<file path="src/verilog/clkmon_pkg.sv">
// Purpose: Constants for the fail-safe clock monitor
// Assumes: 32-bit APB, byte addresses, mclk 100 MHz
// Notes: Register offsets and field positions
`default_nettype none
package clkmon_pkg;
  // ****************************************
  // Register map
  // ****************************************
  localparam logic [4:0] A_CFG = 5'h00;
  localparam logic [4:0] A_OSC = 5'h04;
  localparam logic [4:0] A_FLAG = 5'h08;
  localparam logic [4:0] A_IE = 5'h0c;
  localparam logic [4:0] A_CMD = 5'h10;
  localparam logic [4:0] A_STAT = 5'h14;
  // ****************************************
  // Fields and reset values
  // ****************************************
  localparam int CFG_EN_BIT = 6;
  localparam int PRIMARY_RUNNING_FLAG_BIT = 3;
  localparam int FLAG_BIT = 7;
  localparam int IE_BIT = 7;
  localparam int SLEEP_BIT = 0;
  localparam logic [7:0] CFG_RST = 8'h44;
  localparam logic [7:0] OSC_RST = 8'h00;
  localparam logic [7:0] OSC_WMASK = 8'hf3;
  // ****************************************
  // Modes, selects, divider
  // ****************************************
  localparam logic [2:0] MODE_EC = 3'h4;
  localparam logic [1:0] SEL_PRI = 2'h0;
  localparam logic [1:0] SEL_SEC = 2'h1;
  localparam logic [1:0] SEL_INT = 2'h2;
  localparam int DIV_W = 6;
  localparam logic [5:0] DIV_LAST = 6'h3f;
  localparam logic [5:0] DIV_HALF = 6'h1f;
  typedef enum logic [1:0] {st_start, st_run, st_fail} mon_st_t;
endpackage : clkmon_pkg
`default_nettype wire

</file>
<file path="src/verilog/failsafe_clock_monitor.sv">
// Purpose: Fail-safe clock monitor with APB registers
// Assumes: Clock pins sampled on mclk (100 MHz)
// Notes: Divider counts filtered RC clock edges
`default_nettype none
module failsafe_clock_monitor (
  // Clock and reset
  input wire logic mclk,
  input wire logic reset,
  input wire logic clk_en,
  // APB slave
  input wire logic psel,
  input wire logic penable,
  input wire logic pwrite,
  input wire logic [31:0] paddr,
  input wire logic [31:0] pwdata,
  output logic [31:0] prdata,
  output logic pready,
  output logic pslverr,
  // Clock pins
  input wire logic sys_clk_pin,
  input wire logic internal_rc_clock,
  // Clock system
  input wire logic primary_ready,
  input wire logic wdt_enable,
  input wire logic pm_wake_evt,
  output logic [1:0] clk_sel,
  output logic primary_enable,
  output logic rc_keep_on,
  output logic wdt_clear,
  output logic cpu_resume,
  output logic failsafe_active,
  output logic pm_active
);
  import clkmon_pkg::*;

  // ****************************************
  // State
  // ****************************************
  typedef struct packed {
    logic [2:0] rc_s;
    logic [2:0] sy_s;
    logic rc_l;
    logic sy_l;
    logic [DIV_W-1:0] div;
    logic latch;
    mon_st_t st;
    logic pm;
    logic [7:0] cfg;
    logic [7:0] osc;
    logic flag;
    logic ie;
    logic [1:0] sel;
    logic pri_en;
    logic wclr;
    logic resume;
    logic [31:0] rdata;
    logic err;
  } state_t;

  state_t s_q;
  state_t s_d;

  localparam state_t S_RST = '{
    rc_s: 3'h0, sy_s: 3'h0, rc_l: 1'b0,
    sy_l: 1'b0, div: '0, latch: 1'b0,
    st: st_start, pm: 1'b0, cfg: CFG_RST,
    osc: OSC_RST, flag: 1'b0, ie: 1'b0,
    sel: SEL_INT, pri_en: 1'b1,
    wclr: 1'b0, resume: 1'b0,
    rdata: 32'h0, err: 1'b0};

  // ****************************************
  // Edge detection and monitor terms
  // ****************************************
  logic rc_rise;
  logic sy_fall;
  logic samp_rise;
  logic samp_fall;
  logic crystal;
  logic mon_on;
  logic fail;
  logic wr;
  logic setup;
  logic sleep_cmd;
  logic mapped;
  logic [4:0] a;

  assign a = paddr[4:0];
  // Change counts once stages two and three agree
  assign rc_rise = clk_en & (s_q.rc_s[1] == s_q.rc_s[2])
    & s_q.rc_s[2] & ~s_q.rc_l;
  assign sy_fall = clk_en & (s_q.sy_s[1] == s_q.sy_s[2])
    & ~s_q.sy_s[2] & s_q.sy_l;
  assign samp_rise = rc_rise & (s_q.div == DIV_HALF);
  assign samp_fall = rc_rise & (s_q.div == DIV_LAST);
  assign crystal = s_q.cfg[2:0] < MODE_EC;
  // Internal source is never watched
  assign mon_on = s_q.cfg[CFG_EN_BIT]
    & (s_q.st == st_run) & ~s_q.sel[1];
  assign fail = mon_on & samp_fall & s_q.latch;
  assign setup = psel & ~penable;
  assign wr = psel & penable & pwrite & clk_en;
  assign sleep_cmd = wr & (a == A_CMD)
    & pwdata[SLEEP_BIT];
  assign mapped = paddr[31:5] == 27'h0
    && paddr[1:0] == 2'h0 && a <= A_STAT;

  // ****************************************
  // Next state
  // ****************************************
  always_comb begin
    s_d = s_q;
    s_d.rc_s = {s_q.rc_s[1:0], internal_rc_clock};
    s_d.sy_s = {s_q.sy_s[1:0], sys_clk_pin};
    if (s_q.rc_s[1] == s_q.rc_s[2]) begin
      s_d.rc_l = s_q.rc_s[2];
    end
    if (s_q.sy_s[1] == s_q.sy_s[2]) begin
      s_d.sy_l = s_q.sy_s[2];
    end
    if (rc_rise) begin
      s_d.div = s_q.div + 6'h01;
    end
    // Set wins when both edges meet
    if (sy_fall) begin
      s_d.latch = 1'b1;
    end else if (samp_rise) begin
      s_d.latch = 1'b0;
    end
    s_d.wclr = 1'b0;
    s_d.resume = 1'b0;
    if (pm_wake_evt) begin
      s_d.pm = 1'b0;
    end
    // Register writes
    if (wr) begin
      case (a)
        A_CFG: s_d.cfg = pwdata[7:0];
        A_OSC: s_d.osc = pwdata[7:0] & OSC_WMASK;
        A_FLAG: begin
          if (pwdata[FLAG_BIT]) begin
            s_d.flag = 1'b0;
          end
        end
        A_IE: s_d.ie = pwdata[IE_BIT];
        default: s_d.ie = s_q.ie;
      endcase
    end
    case (s_q.st)
      st_start: begin
        // Running on internal mux while waiting
        s_d.sel = SEL_INT;
        if (!crystal) begin
          s_d.st = st_run;
        end else if (primary_ready
            && s_q.osc[1:0] == SEL_PRI) begin
          s_d.st = st_run;
        end
        // No failure is raised while waiting
        s_d.pri_en = s_q.osc[1:0] == SEL_PRI;
      end
      st_run: begin
        s_d.sel = s_q.osc[1] ? SEL_INT : s_q.osc[1:0];
        s_d.pri_en = s_q.osc[1:0] == SEL_PRI;
        if (fail) begin
          s_d.st = st_fail;
          s_d.sel = SEL_INT;
          s_d.wclr = 1'b1;
          if (s_q.pm && s_q.ie) begin
            s_d.pm = 1'b0;
            s_d.resume = 1'b1;
          end
        end
      end
      st_fail: begin
        // Later wakes still execute on internal mux
        s_d.sel = SEL_INT;
      end
      default: s_d.st = st_start;
    endcase
    if (fail) begin
      s_d.flag = 1'b1;
    end
    // Sleep clears fail-safe; a crystal primary restarts start-up on internal, others take the written select
    if (sleep_cmd) begin
      s_d.pm = 1'b1;
      if (s_d.osc[1:0] == SEL_PRI && crystal) begin
        s_d.st = st_start;
        s_d.sel = SEL_INT;
      end else begin
        s_d.st = st_run;
        s_d.sel = s_d.osc[1] ? SEL_INT : s_d.osc[1:0];
      end
      s_d.pri_en = s_d.osc[1:0] == SEL_PRI;
      // A monitored fall in the same cycle still wins
      s_d.latch = sy_fall;
    end
    // Read data is captured in the setup cycle
    if (setup) begin
      s_d.err = !mapped;
      s_d.rdata = 32'h0;
      case (a)
        A_CFG: s_d.rdata[7:0] = s_q.cfg;
        A_OSC: begin
          s_d.rdata[7:0] = s_q.osc;
          s_d.rdata[PRIMARY_RUNNING_FLAG_BIT] = (s_q.st == st_run)
            && s_q.sel == SEL_PRI;
        end
        A_FLAG: s_d.rdata[FLAG_BIT] = s_q.flag;
        A_IE: s_d.rdata[IE_BIT] = s_q.ie;
        A_STAT: s_d.rdata[3:0] = {s_q.pm,
          s_q.st == st_fail, s_q.sel};
        default: s_d.rdata = 32'h0;
      endcase
    end
  end

  always_ff @(posedge mclk or posedge reset) begin
    if (reset) begin
      s_q <= S_RST;
    end else if (clk_en) begin
      s_q <= s_d;
    end
  end

  // ****************************************
  // Outputs
  // ****************************************
  // Zero-wait slave; clock enable low stalls it
  assign pready = psel & penable & clk_en;
  assign pslverr = pready & s_q.err;
  assign prdata = s_q.rdata;
  assign clk_sel = s_q.sel;
  assign primary_enable = s_q.pri_en;
  // Watchdog has its own enable path
  assign rc_keep_on = s_q.cfg[CFG_EN_BIT] | wdt_enable;
  assign wdt_clear = s_q.wclr;
  assign cpu_resume = s_q.resume;
  assign failsafe_active = s_q.st == st_fail;
  assign pm_active = s_q.pm;
endmodule : failsafe_clock_monitor
`default_nettype wire

</file>
<file path="config.mk">
export PLATFORM = sky130hd
export DESIGN_NAME = failsafe_clock_monitor
export DESIGN_NICKNAME = d
export VERILOG_FILES = /design/src/verilog/clkmon_pkg.sv /design/src/verilog/failsafe_clock_monitor.sv
export SDC_FILE = /design/constraint.sdc
export NUM_CORES = 1
export LEC_CHECK = 0
export ABC_CLOCK_PERIOD_IN_PS = 2100
export BUFFER_PORTS_ARGS = -buffer_cell sky130_fd_sc_hd__buf_4
export CORE_MARGIN = 2
export CORE_UTILIZATION = 47
export CTS_CLUSTER_SIZE = 14
export DETAILED_ROUTE_END_ITERATION = 16
export PLACE_DENSITY = 0.84
export SLEW_MARGIN = 20
export SYNTH_ARGS = -nofsm -noshare
export SYNTH_HDL_FRONTEND = slang
export SYNTH_SLANG_ARGS = --single-unit
</file>
<file path="constraint.sdc">
create_clock -name mclk -period 2.1 [get_ports mclk]
set_input_delay 0.21 -clock mclk [delete_from_list [all_inputs] [get_ports mclk]]
set_output_delay 0.21 -clock mclk [all_outputs]
set_load 0.005 [all_outputs]
</file>
# After elaboration in Yosys (flattened, before gate mapping)

Cells that the tools add are included.

Output and inout bits: 42
Register bits: 48
Word-level logic and storage cells: 125

Muxes and demuxes: 30
Bitwise operators: 25
Reductions and logical operators: 34
$lt $le $gt $ge: 2
$add $sub $neg: 1
Equality and inequality tests: 14

Operators with widths:

| cell                  | count |
|---|---|
| $logic_not A27 Y1     | 1 |
| $and A1 B1 Y1         | 20 |
| $mux W2               | 9 |
| $reduce_and A2 Y1     | 7 |
| $mux W1               | 12 |
| $pmux W4 S3           | 1 |
| $eq A5 B4 Y1 const B  | 2 |
| $eq A5 B5 Y1 const B  | 2 |
| $logic_not A2 Y1      | 5 |
| $reduce_and A3 Y1     | 3 |
| $mux W4               | 2 |
| $reduce_and A4 Y1     | 2 |
| $reduce_bool A2 Y1    | 4 |
| $add A6 B1 Y6 const B | 1 |
| $eq A6 B5 Y1 const B  | 1 |
| $eq A6 B6 Y1 const B  | 1 |
| $logic_and A1 B1 Y1   | 6 |
| $mux W3               | 2 |
| $pmux W2 S3           | 1 |
| $pmux W3 S2           | 1 |
| $reduce_bool A3 Y1    | 2 |
| $eq A5 B3 Y1 const B  | 1 |
| $le A5 B5 Y1 const B  | 1 |
| $logic_not A5 Y1      | 1 |
| other kinds (13)      | 18 |

# Logic depth before layout (Yosys ltp)

Gate-level depths: netlist of run 1.

Depth after elaboration: 10
Gate-level depth with buffers: 7
Gate-level depth less buffers: 6

# Worst setup path before layout of run 1

Ideal clock, no wire load.

Path type: register to register
From: register s_q[58] in the netlist's numbering
To: register s_q, in the netlist clk_sel[0]
Cell stages (with the launch flop): 7
Data required time: 1.976 ns
Data arrival time: 1.749 ns
Path slack: 0.227 ns
Buffers on the path: 1
Library setup time: 0.124 ns
Path through: dfrtp_1 > or3b_1 > or4_1 > buf_2 > nand4b_1 > nor3_1 > a211o_1

Word-level cells in the longest chain between the ends: 8
Elaborated cells between the ends (all ways): 13
Those cells by class: eq/ne: 2; mux: 3; bitwise: 4; reduce/logical: 4

Ends and longest elaborated chain:

| element                     | RTL line                                                    | RTL |
|---|---|---|
| start: declaration          | failsafe_clock_monitor.sv:60                                | `state_t s_q;` |
| start signal: assignment    | failsafe_clock_monitor.sv:220                               | `s_q <= S_RST;` |
| start signal: assignment    | failsafe_clock_monitor.sv:222                               | `s_q <= s_d;` |
| $eq A2 B1 Y1                | failsafe_clock_monitor.sv:99, failsafe_clock_monitor.sv:149 |  |
| $and A1 B1 Y1 (2 in series) | failsafe_clock_monitor.sv:99                                | `& (s_q.st == st_run) & ~s_q.sel[1];` |
| $and A1 B1 Y1 (2 in series) | failsafe_clock_monitor.sv:100                               | `assign fail = mon_on & samp_fall & s_q.latch;` |
| $mux W2                     | failsafe_clock_monitor.sv:165                               | `if (fail) begin` |
| $pmux W2 S2                 | failsafe_clock_monitor.sv:149                               | `case (s_q.st)` |
| $mux W3                     | failsafe_clock_monitor.sv:185                               | `if (sleep_cmd) begin` |

Several ways; a longest one is shown, not always the timed one.
A chain may end at the register's enable or synchronous reset.

# Final worst setup path of run 1

From: register s_q[57] in the netlist's numbering
To: register s_q, in the netlist clk_sel[0]

Same word-level chain as after synthesis.

==> results of run 1 <==
==> worst reg2reg max path, delay by kind of cell, from the launching register on <==
family / cells / cell delay (ns)
flip-flops: 1 / 0.44
AO/OA/AOI/OAI: 1 / 0.24
AND/OR/NAND/NOR: 4 / 1.19
==> layout by cell type (no fill, tap or decap), drive strengths merged, types with 7 or more instances in the layout <==
cell type  instances
mux2              23
conb              24
nor4               7
nand2             21
o21ai             23
dfrtp             44
a21oi              8
nor2               9
buf               75
==> cell families (layout without fill, tap and decap cells) <==
kind of cell	Yosys count	count (layout)	share of synthesized area, %
AO/OA/AOI/OAI	45	45	10.2
XOR/XNOR	5	5	1.71
adder cells (fa/ha/maj)	1	1	0.489
buffers and inverters	49	90	12.6
flip-flops	48	48	47.1
multiplexers	25	25	10.9
other	1	24	0.146
AND/OR/NAND/NOR	78	78	16.9
==> metrics by stage <==
step	setup slack (ns)	hold slack [ns]	total power, uW	cells	utilization (%)
global placement	0.195	0.316	1390	378	58.3
global route	0.0432	0.0287	2080	386	60.2
finish	0.138	-0.0134	1980	386	60.2
CTS	0.130	0.00154	1990	386	60.2
floorplan	0.227	0.360	1300	275	-
detailed placement	0.140	0.326	1420	378	58.3
==> final cells by class <==
class / instances / share of cell area (%)
clock buffer: 6 / 2.65
clock inverter: 2 / 0.483
inverter: 7 / 0.844
multi-input combinational: 178 / 35.9
sequential: 48 / 38.8
tap: 70 / 2.81
timing repair buffer: 75 / 18.5
==> layer usage <==
metal  up-vias  share of wire (%)
met5         -                  0
met4         0               0.22
met3         2                6.4
met2        80                 50
met1       990                 43
li1        960                  -
==> worst max-delay path by stage <==
stage,to,depth (start not counted),startpoint,slack [ns]
2_1_floorplan,clk_sel[0]$_DFFE_PP0P_,6,s_q[58]$_DFFE_PP0P_,0.23
3_5_place_dp,clk_sel[0]$_DFFE_PP0P_,5,s_q[57]$_DFFE_PP0P_,0.14
4_1_cts,clk_sel[0]$_DFFE_PP0P_,5,s_q[57]$_DFFE_PP0P_,0.13
5_1_grt,clk_sel[0]$_DFFE_PP0P_,5,s_q[57]$_DFFE_PP0P_,0.04
3_3_place_gp,clk_sel[0]$_DFFE_PP0P_,5,s_q[57]$_DFFE_PP0P_,0.19
6_report,clk_sel[0]$_DFFE_PP0P_,5,s_q[57]$_DFFE_PP0P_,0.14
==> sequential cells by signal, summed over array words and instances, names as in the netlist <==
signal,cells
s_q,30
prdata,8
s_d,4
clk_sel,2
cpu_resume,1
pm_active,1
primary_enable,1
wdt_clear,1
==> power by group <==
| part | switching (uW) | internal [uW] | total [uW] |
|---|---|---|---|
| clock network | 313 | 267 | 580 |
| logic | 144 | 168 | 312 |
| registers | 70.5 | 1020 | 1090 |
==> flow_summary.ini, run 1 <==
[critical_path]
cp_top_family = simple AND/OR/NAND/NOR gates
start_kind = flip-flop
rr_worst_depth = 5
required_ns = 2.29
crit_type = reg -> reg
crit_chain = or3b_1 > or4_1 > nand4b_1 > nor3_1 > a211o_1
rrSetupSlack_ns = 0.14
cp_slowest_cell = or4_1
worstReg2RegStart = s_q[57]$_DFFE_PP0P_
critical_path_buf_inv_count = 0
max_stage_delay_ns = 0.56
timing.rr.end = clk_sel[0]$_DFFE_PP0P_
crit_path_end_kind = flip-flop
path_max_fanout = 6
crit_arrival_ns = 2.15

[drt]
vias = 2032
dr.pass1.iters = 4
wl_per_cell_um = 13.9
vias_per_cell = 5.26
wl_um = 5360
post-route-drc-count = 0
drt-initial-drc-count = 90
postRouteAntennaNets = 0

[sta]
finClkSkew_ns = 0.00617
drv_slew = 0
worstMarginPinSlew_ns = 0.863
period_needed_ns = 1.96
post-route-period-util_pct = 93.4
tns_ns = 0
holdWs_ns = -0.0134
setup-violations-final = 0
hold_viol = 20
slew_headroom_pct = 42.1
max_clock_freq_mhz = 510
rsz0062_at_grt = no

[layout]
multi_input_area_um2 = 1120
stdcell_area_um2 = 3110
ff_latch_area_um2 = 1210
diodes = 0
drive_above_1_share_pct = 36.1
area_delta_synth_final_pct = 21.6
nFillCells = 461
nets = 391

[synth]
ys_types = 45
netlist_area_um2 = 2560
synth.avg_cell_area_um2 = 10.2
synth_top_area_share_pct = 43.0
synth_top_cell_by_area = dfrtp_1
synth_edf_count = 0
async_flop_share_pct = 100
ys_seq_area_share_pct = 47.1
synth_most_common_cell = dfrtp_1
synth_cells = 252
synth-seq-cells = 48
synth_area_leaders = dfrtp_1 (43%), mux2_2 (10%), buf_4 (10%)
ys.warnings.count = 0
synth_flop_cell = dfrtp_1
synthTopCellsByCount = dfrtp_1 (44), buf_4 (34), mux2_2 (23), o21ai_0 (23), nand2_1 (21)

[grt]
grt_overflow = 0
grtUsageMet3_pct = 5.12
grt_pass1_wl_um = 8900
grt-busiest-layer = met2
grt_util_all_layers_pct = 18.4
grt_pass1_vias = 1931
antenna_found_initial = 0
use_met2_pct = 31.5
grt_max_degree = 27
use_met1_pct = 23.1

[clock_tree]
hold_buffers = 0
clock_path_buffers = 2
cts.sinks = 48
clk_pin_slew_ns = 0.09
cts_buffers = 5
cts_tree = yes
clock_latency_ns = 0.30
cts_resized = 0
htreeDepth = 2
cts-root-buf = clkbuf_8
postCtsSetupBuffers = 0

[run]
drv_cap = 0

[power]
powerDensity_nw_per_um2 = 636
p_leak_uw = 0.00151
ir_drop_mv = 0.556

[floorplan]
rows = 26
io_pins = 117
die_area_um2 = 6050
core_um2 = 5170
die_x_um = 77.8
chipHeight_um = 77.8
initial_core_util_pct = 49.5

[place]
dp_hpwl_um = 4200
port_buffers = 68
placed_cell_area_um2 = 3010
place.gp.congestion = 0.827

[status]
violations = negative hold slack
status = finished, violations left

[worst_hold_path]
hp-class = in -> async
Power figures use the tool's default switching activity.
==> run 2, diff against run 1 <==
GPL_TIMING_DRIVEN = 0   (was default)
==> run 2 against run 1 <==
The run now ends clean; via count increased by 4.4%; highest routed layer unchanged; register-to-register slack lost 0.07 ns; sequential power hardly changed.
==> flow_summary.ini, run 2 (synthesized netlist as in run 1, its figures left out) <==
[sta]
worstMarginPinSlew_ns = 0.538
post-route-period-util_pct = 96.9
max_clock_freq_mhz = 491
layout_setup_ws_ns = 0.0648
slew_headroom_pct = 63.9
setup-violations-final = 0
hold_viol = 0
finClkSkew_ns = 0.00718
period_needed_ns = 2.04
drv_slew = 0
rsz0062_at_grt = no
tns_ns = 0

[floorplan]
die_x_um = 77.8
initial_core_util_pct = 49.5
chipHeight_um = 77.8
rows = 26
io_pins = 117
die_area_um2 = 6050
core_um2 = 5170

[drt]
postRouteAntennaNets = 0
vias_per_cell = 4.99
wl_um = 5830
wl_per_cell_um = 13.7
dr.pass1.iters = 4
drt-initial-drc-count = 117
vias = 2121
post-route-drc-count = 0

[grt]
grt_max_degree = 37
grt_util_all_layers_pct = 19.4
grt_pass1_vias = 2083
grt_overflow = 0
grt_pass1_wl_um = 9400
antenna_found_initial = 0

[power]
ir_drop_mv = 0.531
powerDensity_nw_per_um2 = 616
sequentialPowerShare_pct = 51.7
p_leak_uw = 0.00171
switching_power_uw = 529
p_sw_share_pct = 25.2
p_int_uw = 1570
combPwrFrac_pct = 17.1
pwr-share-clk_pct = 31.2

[layout]
drive_above_1_share_pct = 42.5
nets = 430
regMostFlops = s_q
final_cell_mix = buf_4 (105), dfrtp_1 (43), conb_1 (24)
diodes = 0
largest_reg_flops = 30
area_delta_synth_final_pct = 33.2
final_cells = 425
final_common_cell = buf_4

[place]
port_buffers = 67
place_ws_ns = 0.0730
dp_hpwl_um = 4500
place.gp.congestion = 0.867
dpl.cell_count = 413

[critical_path]
required_ns = 2.28
crit_path_start = s_q[58]$_DFFE_PP0P_
crit_path_end = clk_sel[0]$_DFFE_PP0P_
start_kind = flip-flop
crit_path_end_kind = flip-flop
crit_type = reg -> reg
crit_arrival_ns = 2.22
rr_worst_depth = 6
path_max_fanout = 6
rrSetupSlack_ns = 0.06
worstReg2RegStart = s_q[58]$_DFFE_PP0P_
timing.rr.end = clk_sel[0]$_DFFE_PP0P_

[run]
drv_cap = 0

[worst_hold_path]
hp-class = in -> reg

[clock_tree]
cts.sinks = 48
cts_tree = yes
clock_path_buffers = 2
clock_latency_ns = 0.30
htreeDepth = 2
cts-root-buf = clkbuf_8
clk_pin_slew_ns = 0.09
cts_buffers = 5

[status]
status = finished clean
## run 2: changes by cell type in the layout (fill, tap and decap cells not counted), sizes merged
cell	before	now
buf	75	109
clkbuf	6	10
clkinvlp	2	0
bufinv	0	1
dlygate4sd3	0	1
inv	6	7
## run 2: how the worst min path moves through the flow
stage	from	end	slack, ns	cells after the start
2_1_floorplan	pwdata[7]	s_q[38]$_DFFE_PP0P_	0.36	1
3_3_place_gp	internal_rc_clock	s_d[72]$_DFFE_PP0P_	0.45	2
3_5_place_dp	reset	s_q[62]$_DFFE_PP0P_	0.18	2
4_1_cts	pwdata[3]	s_q[51]$_DFFE_PP0P_	0.14	2
5_1_grt	pwdata[5]	s_q[53]$_DFFE_PP0P_	0.14	2
6_report	pwdata[3]	s_q[51]$_DFFE_PP0P_	0.14	2
## run 2: area by class of cell
| cell class | instances | area, um^2 |
|---|---|---|
| Clock inverter | 2 | 35.0 |
| Fill cell | 421 | 1760 |
| Buffer | 42 | 298 |
| Multi-Input combinational cell | 178 | 1130 |
| Tap cell | 70 | 87.6 |
| Timing Repair Buffer | 72 | 556 |
| Clock buffer | 6 | 72.6 |
| Sequential cell | 48 | 1210 |
| Inverter | 7 | 26.3 |
## run 2: power by group through the flow
stage | combinational [uW] | sequential (uW) | clock [uW]
2_1_floorplan | 217 | 1080 | 0
3_3_place_gp | 333 | 1090 | 0
3_5_place_dp | 356 | 1100 | 0
4_1_cts | 359 | 1090 | 667
5_1_grt | 402 | 1100 | 706
6_report | 360 | 1090 | 655
## run 2: per-layer routing
metal,part of all wire [%],GRT usage (%)
met1,39,21.3
met2,52,36.0
met3,7.0,5.00
met4,1.3,6.07
met5,0,0
## run 2: per-stage QoR
step	total power, uW	utilization, %	area (um^2)	hold slack [ns]
2_1_floorplan	1300	-	2650	0.360
3_3_place_gp	1430	62.6	3240	0.446
3_5_place_dp	1460	63.0	3260	0.179
4_1_cts	2110	65.2	3370	0.139
5_1_grt	2200	65.9	3410	0.141
6_report	2100	65.9	3410	0.138
## run 2: critical path, stage by stage (launching register included)
cell,delay [ns]
dfrtp_2,0.44
or3b_4,0.41
or4_4,0.47
buf_4,0.17
nand4b_1,0.12
nor3_1,0.07
a211o_1,0.25
## run 2: what timing repair did
item / 4_1_cts / 5_1_grt
endpoints found under the hold margin: 11 / 0
gates resized for setup: 0 / 5
buffers inserted: 0 / 3
hold buffers: 1 / 0
endpoints found under the setup margin: 0 / 2
==> run 3, diff against run 2 <==
ABC_AREA = 1   (was default)
CORE_UTILIZATION = 48   (was 47)
==> run 3 against run 2 <==
Register-to-register slack better by 0.29 ns; clock power is 13% lower; first-iteration DRC count up 21%; non-clock buffer count down 5; global-route usage grew 1.7 points; synthesized area increased by 6.9%; critical path type unchanged; sequential share of layout area is 1.3 points lower; flip-flop and latch count is the same; die area up 4.4%; core utilization shrank 1.7 points; critical path depth rose by 5.
==> flow_summary.ini, run 3 <==
[critical_path]
timing.rr.end = s_q[57]$_DFFE_PP0P_
cp_slowest_cell = dfrtp_1
crit_chain = ha_1 > nand2_1 > nor2_1 > nand2_1 > nor2_1 > nand3_1 > nand3_1 > nand2_1 > nor2_1 > nand2_1 > nand2_1
critical_path_buf_inv_count = 0
crit_arrival_ns = 1.99
start_kind = flip-flop
worstReg2RegStart = s_q[60]$_DFFE_PP0P_
cp_common_cell = nand2_1
rrSetupSlack_ns = 0.35
crit_type = reg -> reg
rr_worst_depth = 11
required_ns = 2.34
max_stage_delay_ns = 0.39
path_max_fanout = 4
crit_path_end_kind = flip-flop
cp_top_family = simple AND/OR/NAND/NOR gates

[grt]
grt_util_all_layers_pct = 21.1
antenna_found_initial = 0
grt_overflow = 0
grt_pass1_wl_um = 10400
grt_max_degree = 35
grt_pass1_vias = 2293

[worst_hold_path]
min_from = internal_rc_clock
hp-class = in -> reg
hold_end = s_d[72]$_DFFE_PP0P_
holdPathStages = 3

[run]
drv_cap = 0

[synth]
synth_top_area_share_pct = 40.2
synth_area_leaders = dfrtp_1 (40%), buf_4 (9.6%), nand2_1 (9.2%)
netlist_area_um2 = 2740
synth_edf_count = 0
synth-seq-cells = 48
synth.avg_cell_area_um2 = 8.34
ys_types = 39
ys_seq_area_share_pct = 44.1
synth_flop_cell = dfrtp_1
synthTopCellsByCount = nand2_1 (67), dfrtp_1 (44), inv_1 (40)
ys.warnings.count = 0
synth_top_cell_by_area = dfrtp_1
async_flop_share_pct = 100
synth_most_common_cell = nand2_1
synth_cells = 328

[layout]
regMostFlops = s_q
final_cell_mix = buf_4 (102), nand2_1 (67), dfrtp_1 (44)
area_delta_synth_final_pct = 29.2
diodes = 0
largest_reg_flops = 30
fin_util_pct = 64.2
drive_above_1_share_pct = 32.2
nets = 503
final_common_cell = buf_4

[drt]
postRouteAntennaNets = 0
dr.pass1.iters = 4
wl_per_cell_um = 12.4
vias = 2423
drt-initial-drc-count = 142
wl_um = 6190
post-route-drc-count = 0
vias_per_cell = 4.85

[floorplan]
chipHeight_um = 79.5
die_area_um2 = 6320
initial_core_util_pct = 49.7
io_pins = 117
rows = 27
die_x_um = 79.5
core_um2 = 5510

[sta]
rsz0062_at_grt = no
max_clock_freq_mhz = 572
finClkSkew_ns = 0.00488
hold_viol = 0
post-route-period-util_pct = 83.2
period_needed_ns = 1.75
drv_slew = 0
tns_ns = 0
setup-violations-final = 0

[power]
ir_drop_mv = 0.391
powerDensity_nw_per_um2 = 645
p_leak_uw = 0.00193

[clock_tree]
cts-root-buf = clkbuf_8
clock_path_buffers = 2
cts_buffers = 5
clk_pin_slew_ns = 0.08
htreeDepth = 2
cts_tree = yes
cts_resized = 0
clock_latency_ns = 0.30
cts.sinks = 48

[place]
port_buffers = 67
dp_hpwl_um = 4970
place.gp.congestion = 0.888

[status]
status = finished clean
## run 3: cell count changes after synthesis, sizes merged, moves of 4 or more
cell	change
a21oi	+9
o22ai	+4
nand4	+5
and3	-4
nor4	-4
inv	+33
nand2	+47
mux2	-17
nand3	+11
o21ai	-4
nor2	+25
or4	-4
## run 3: through the flow
stage          instances  cell area (um^2)  worst slack, ns  hold WS, ns  total power (uW)
6_report             500              3540            0.353        0.105              2280
2_1_floorplan        351              2820            0.695        0.327              1500
3_3_place_gp         490              3420            0.174        0.416              1690
5_1_grt              500              3540            0.191        0.109              2420
3_5_place_dp         491              3440            0.463        0.192              1730
4_1_cts              500              3540            0.403        0.101              2290
## run 3: worst reg2reg max path, delay by kind of cell (launching register included)
family        cells  cell delay, ns
simple gates     10            1.12
flops             1            0.39
fa+ha+maj         1            0.18
## run 3: cell families (layout without fill, tap and decap cells)
group	count (synthesis)	after routing	synth area share (%)
AO/OA/AOI/OAI	48	48	9.83
XOR/XNOR	4	4	1.28
adder cells (fa/ha/maj)	1	1	0.457
buffers and inverters	80	157	15.9
flip-flops	48	48	44.1
multiplexers	6	6	2.47
other	1	24	0.137
AND/OR/NAND/NOR	140	140	25.8
## run 3: layout make-up
cell class | count | area [um^2]
timing repair buffer | 69 | 533
buffer | 40 | 285
multi-input combinational | 223 | 1180
clock buffer | 8 | 90.1
sequential | 48 | 1210
tap | 72 | 90.1
inverter | 40 | 150
fill | 470 | 1970
## run 3: worst max path at each step
stage / endpoint / cells after the start / from / slack (ns)
6_report: s_q[57]$_DFFE_PP0P_ / 11 / s_q[60]$_DFFE_PP0P_ / 0.35
5_1_grt: s_q[57]$_DFFE_PP0P_ / 11 / s_q[60]$_DFFE_PP0P_ / 0.19
4_1_cts: s_q[57]$_DFFE_PP0P_ / 11 / s_q[60]$_DFFE_PP0P_ / 0.40
3_5_place_dp: s_q[58]$_DFFE_PP0P_ / 10 / s_q[60]$_DFFE_PP0P_ / 0.46
3_3_place_gp: s_q[53]$_DFFE_PP0P_ / 2 / reset / 0.17
2_1_floorplan: s_q[57]$_DFFE_PP0P_ / 10 / s_q[60]$_DFFE_PP0P_ / 0.70
## run 3: what timing repair did
action	CTS	global route
hold endpoints to repair	10	0
hold buffers	1	0
setup buffers	0	0
## run 3: per-layer routing
| metal | vias up | GRT usage, % | routed length, um |
|---|---|---|---|
| li1 | 1212 | - | - |
| met1 | 1091 | 26.4 | 2540 |
| met2 | 103 | 35.9 | 3060 |
| met3 | 17 | 3.85 | 382 |
| met4 | 0 | 8.28 | 199 |
| met5 | - | 0 | 0 |
## run 3: power breakdown
group	switching, uW	internal, uW
Clock	300	269
Combinational	294	289
Sequential	83.0	1050
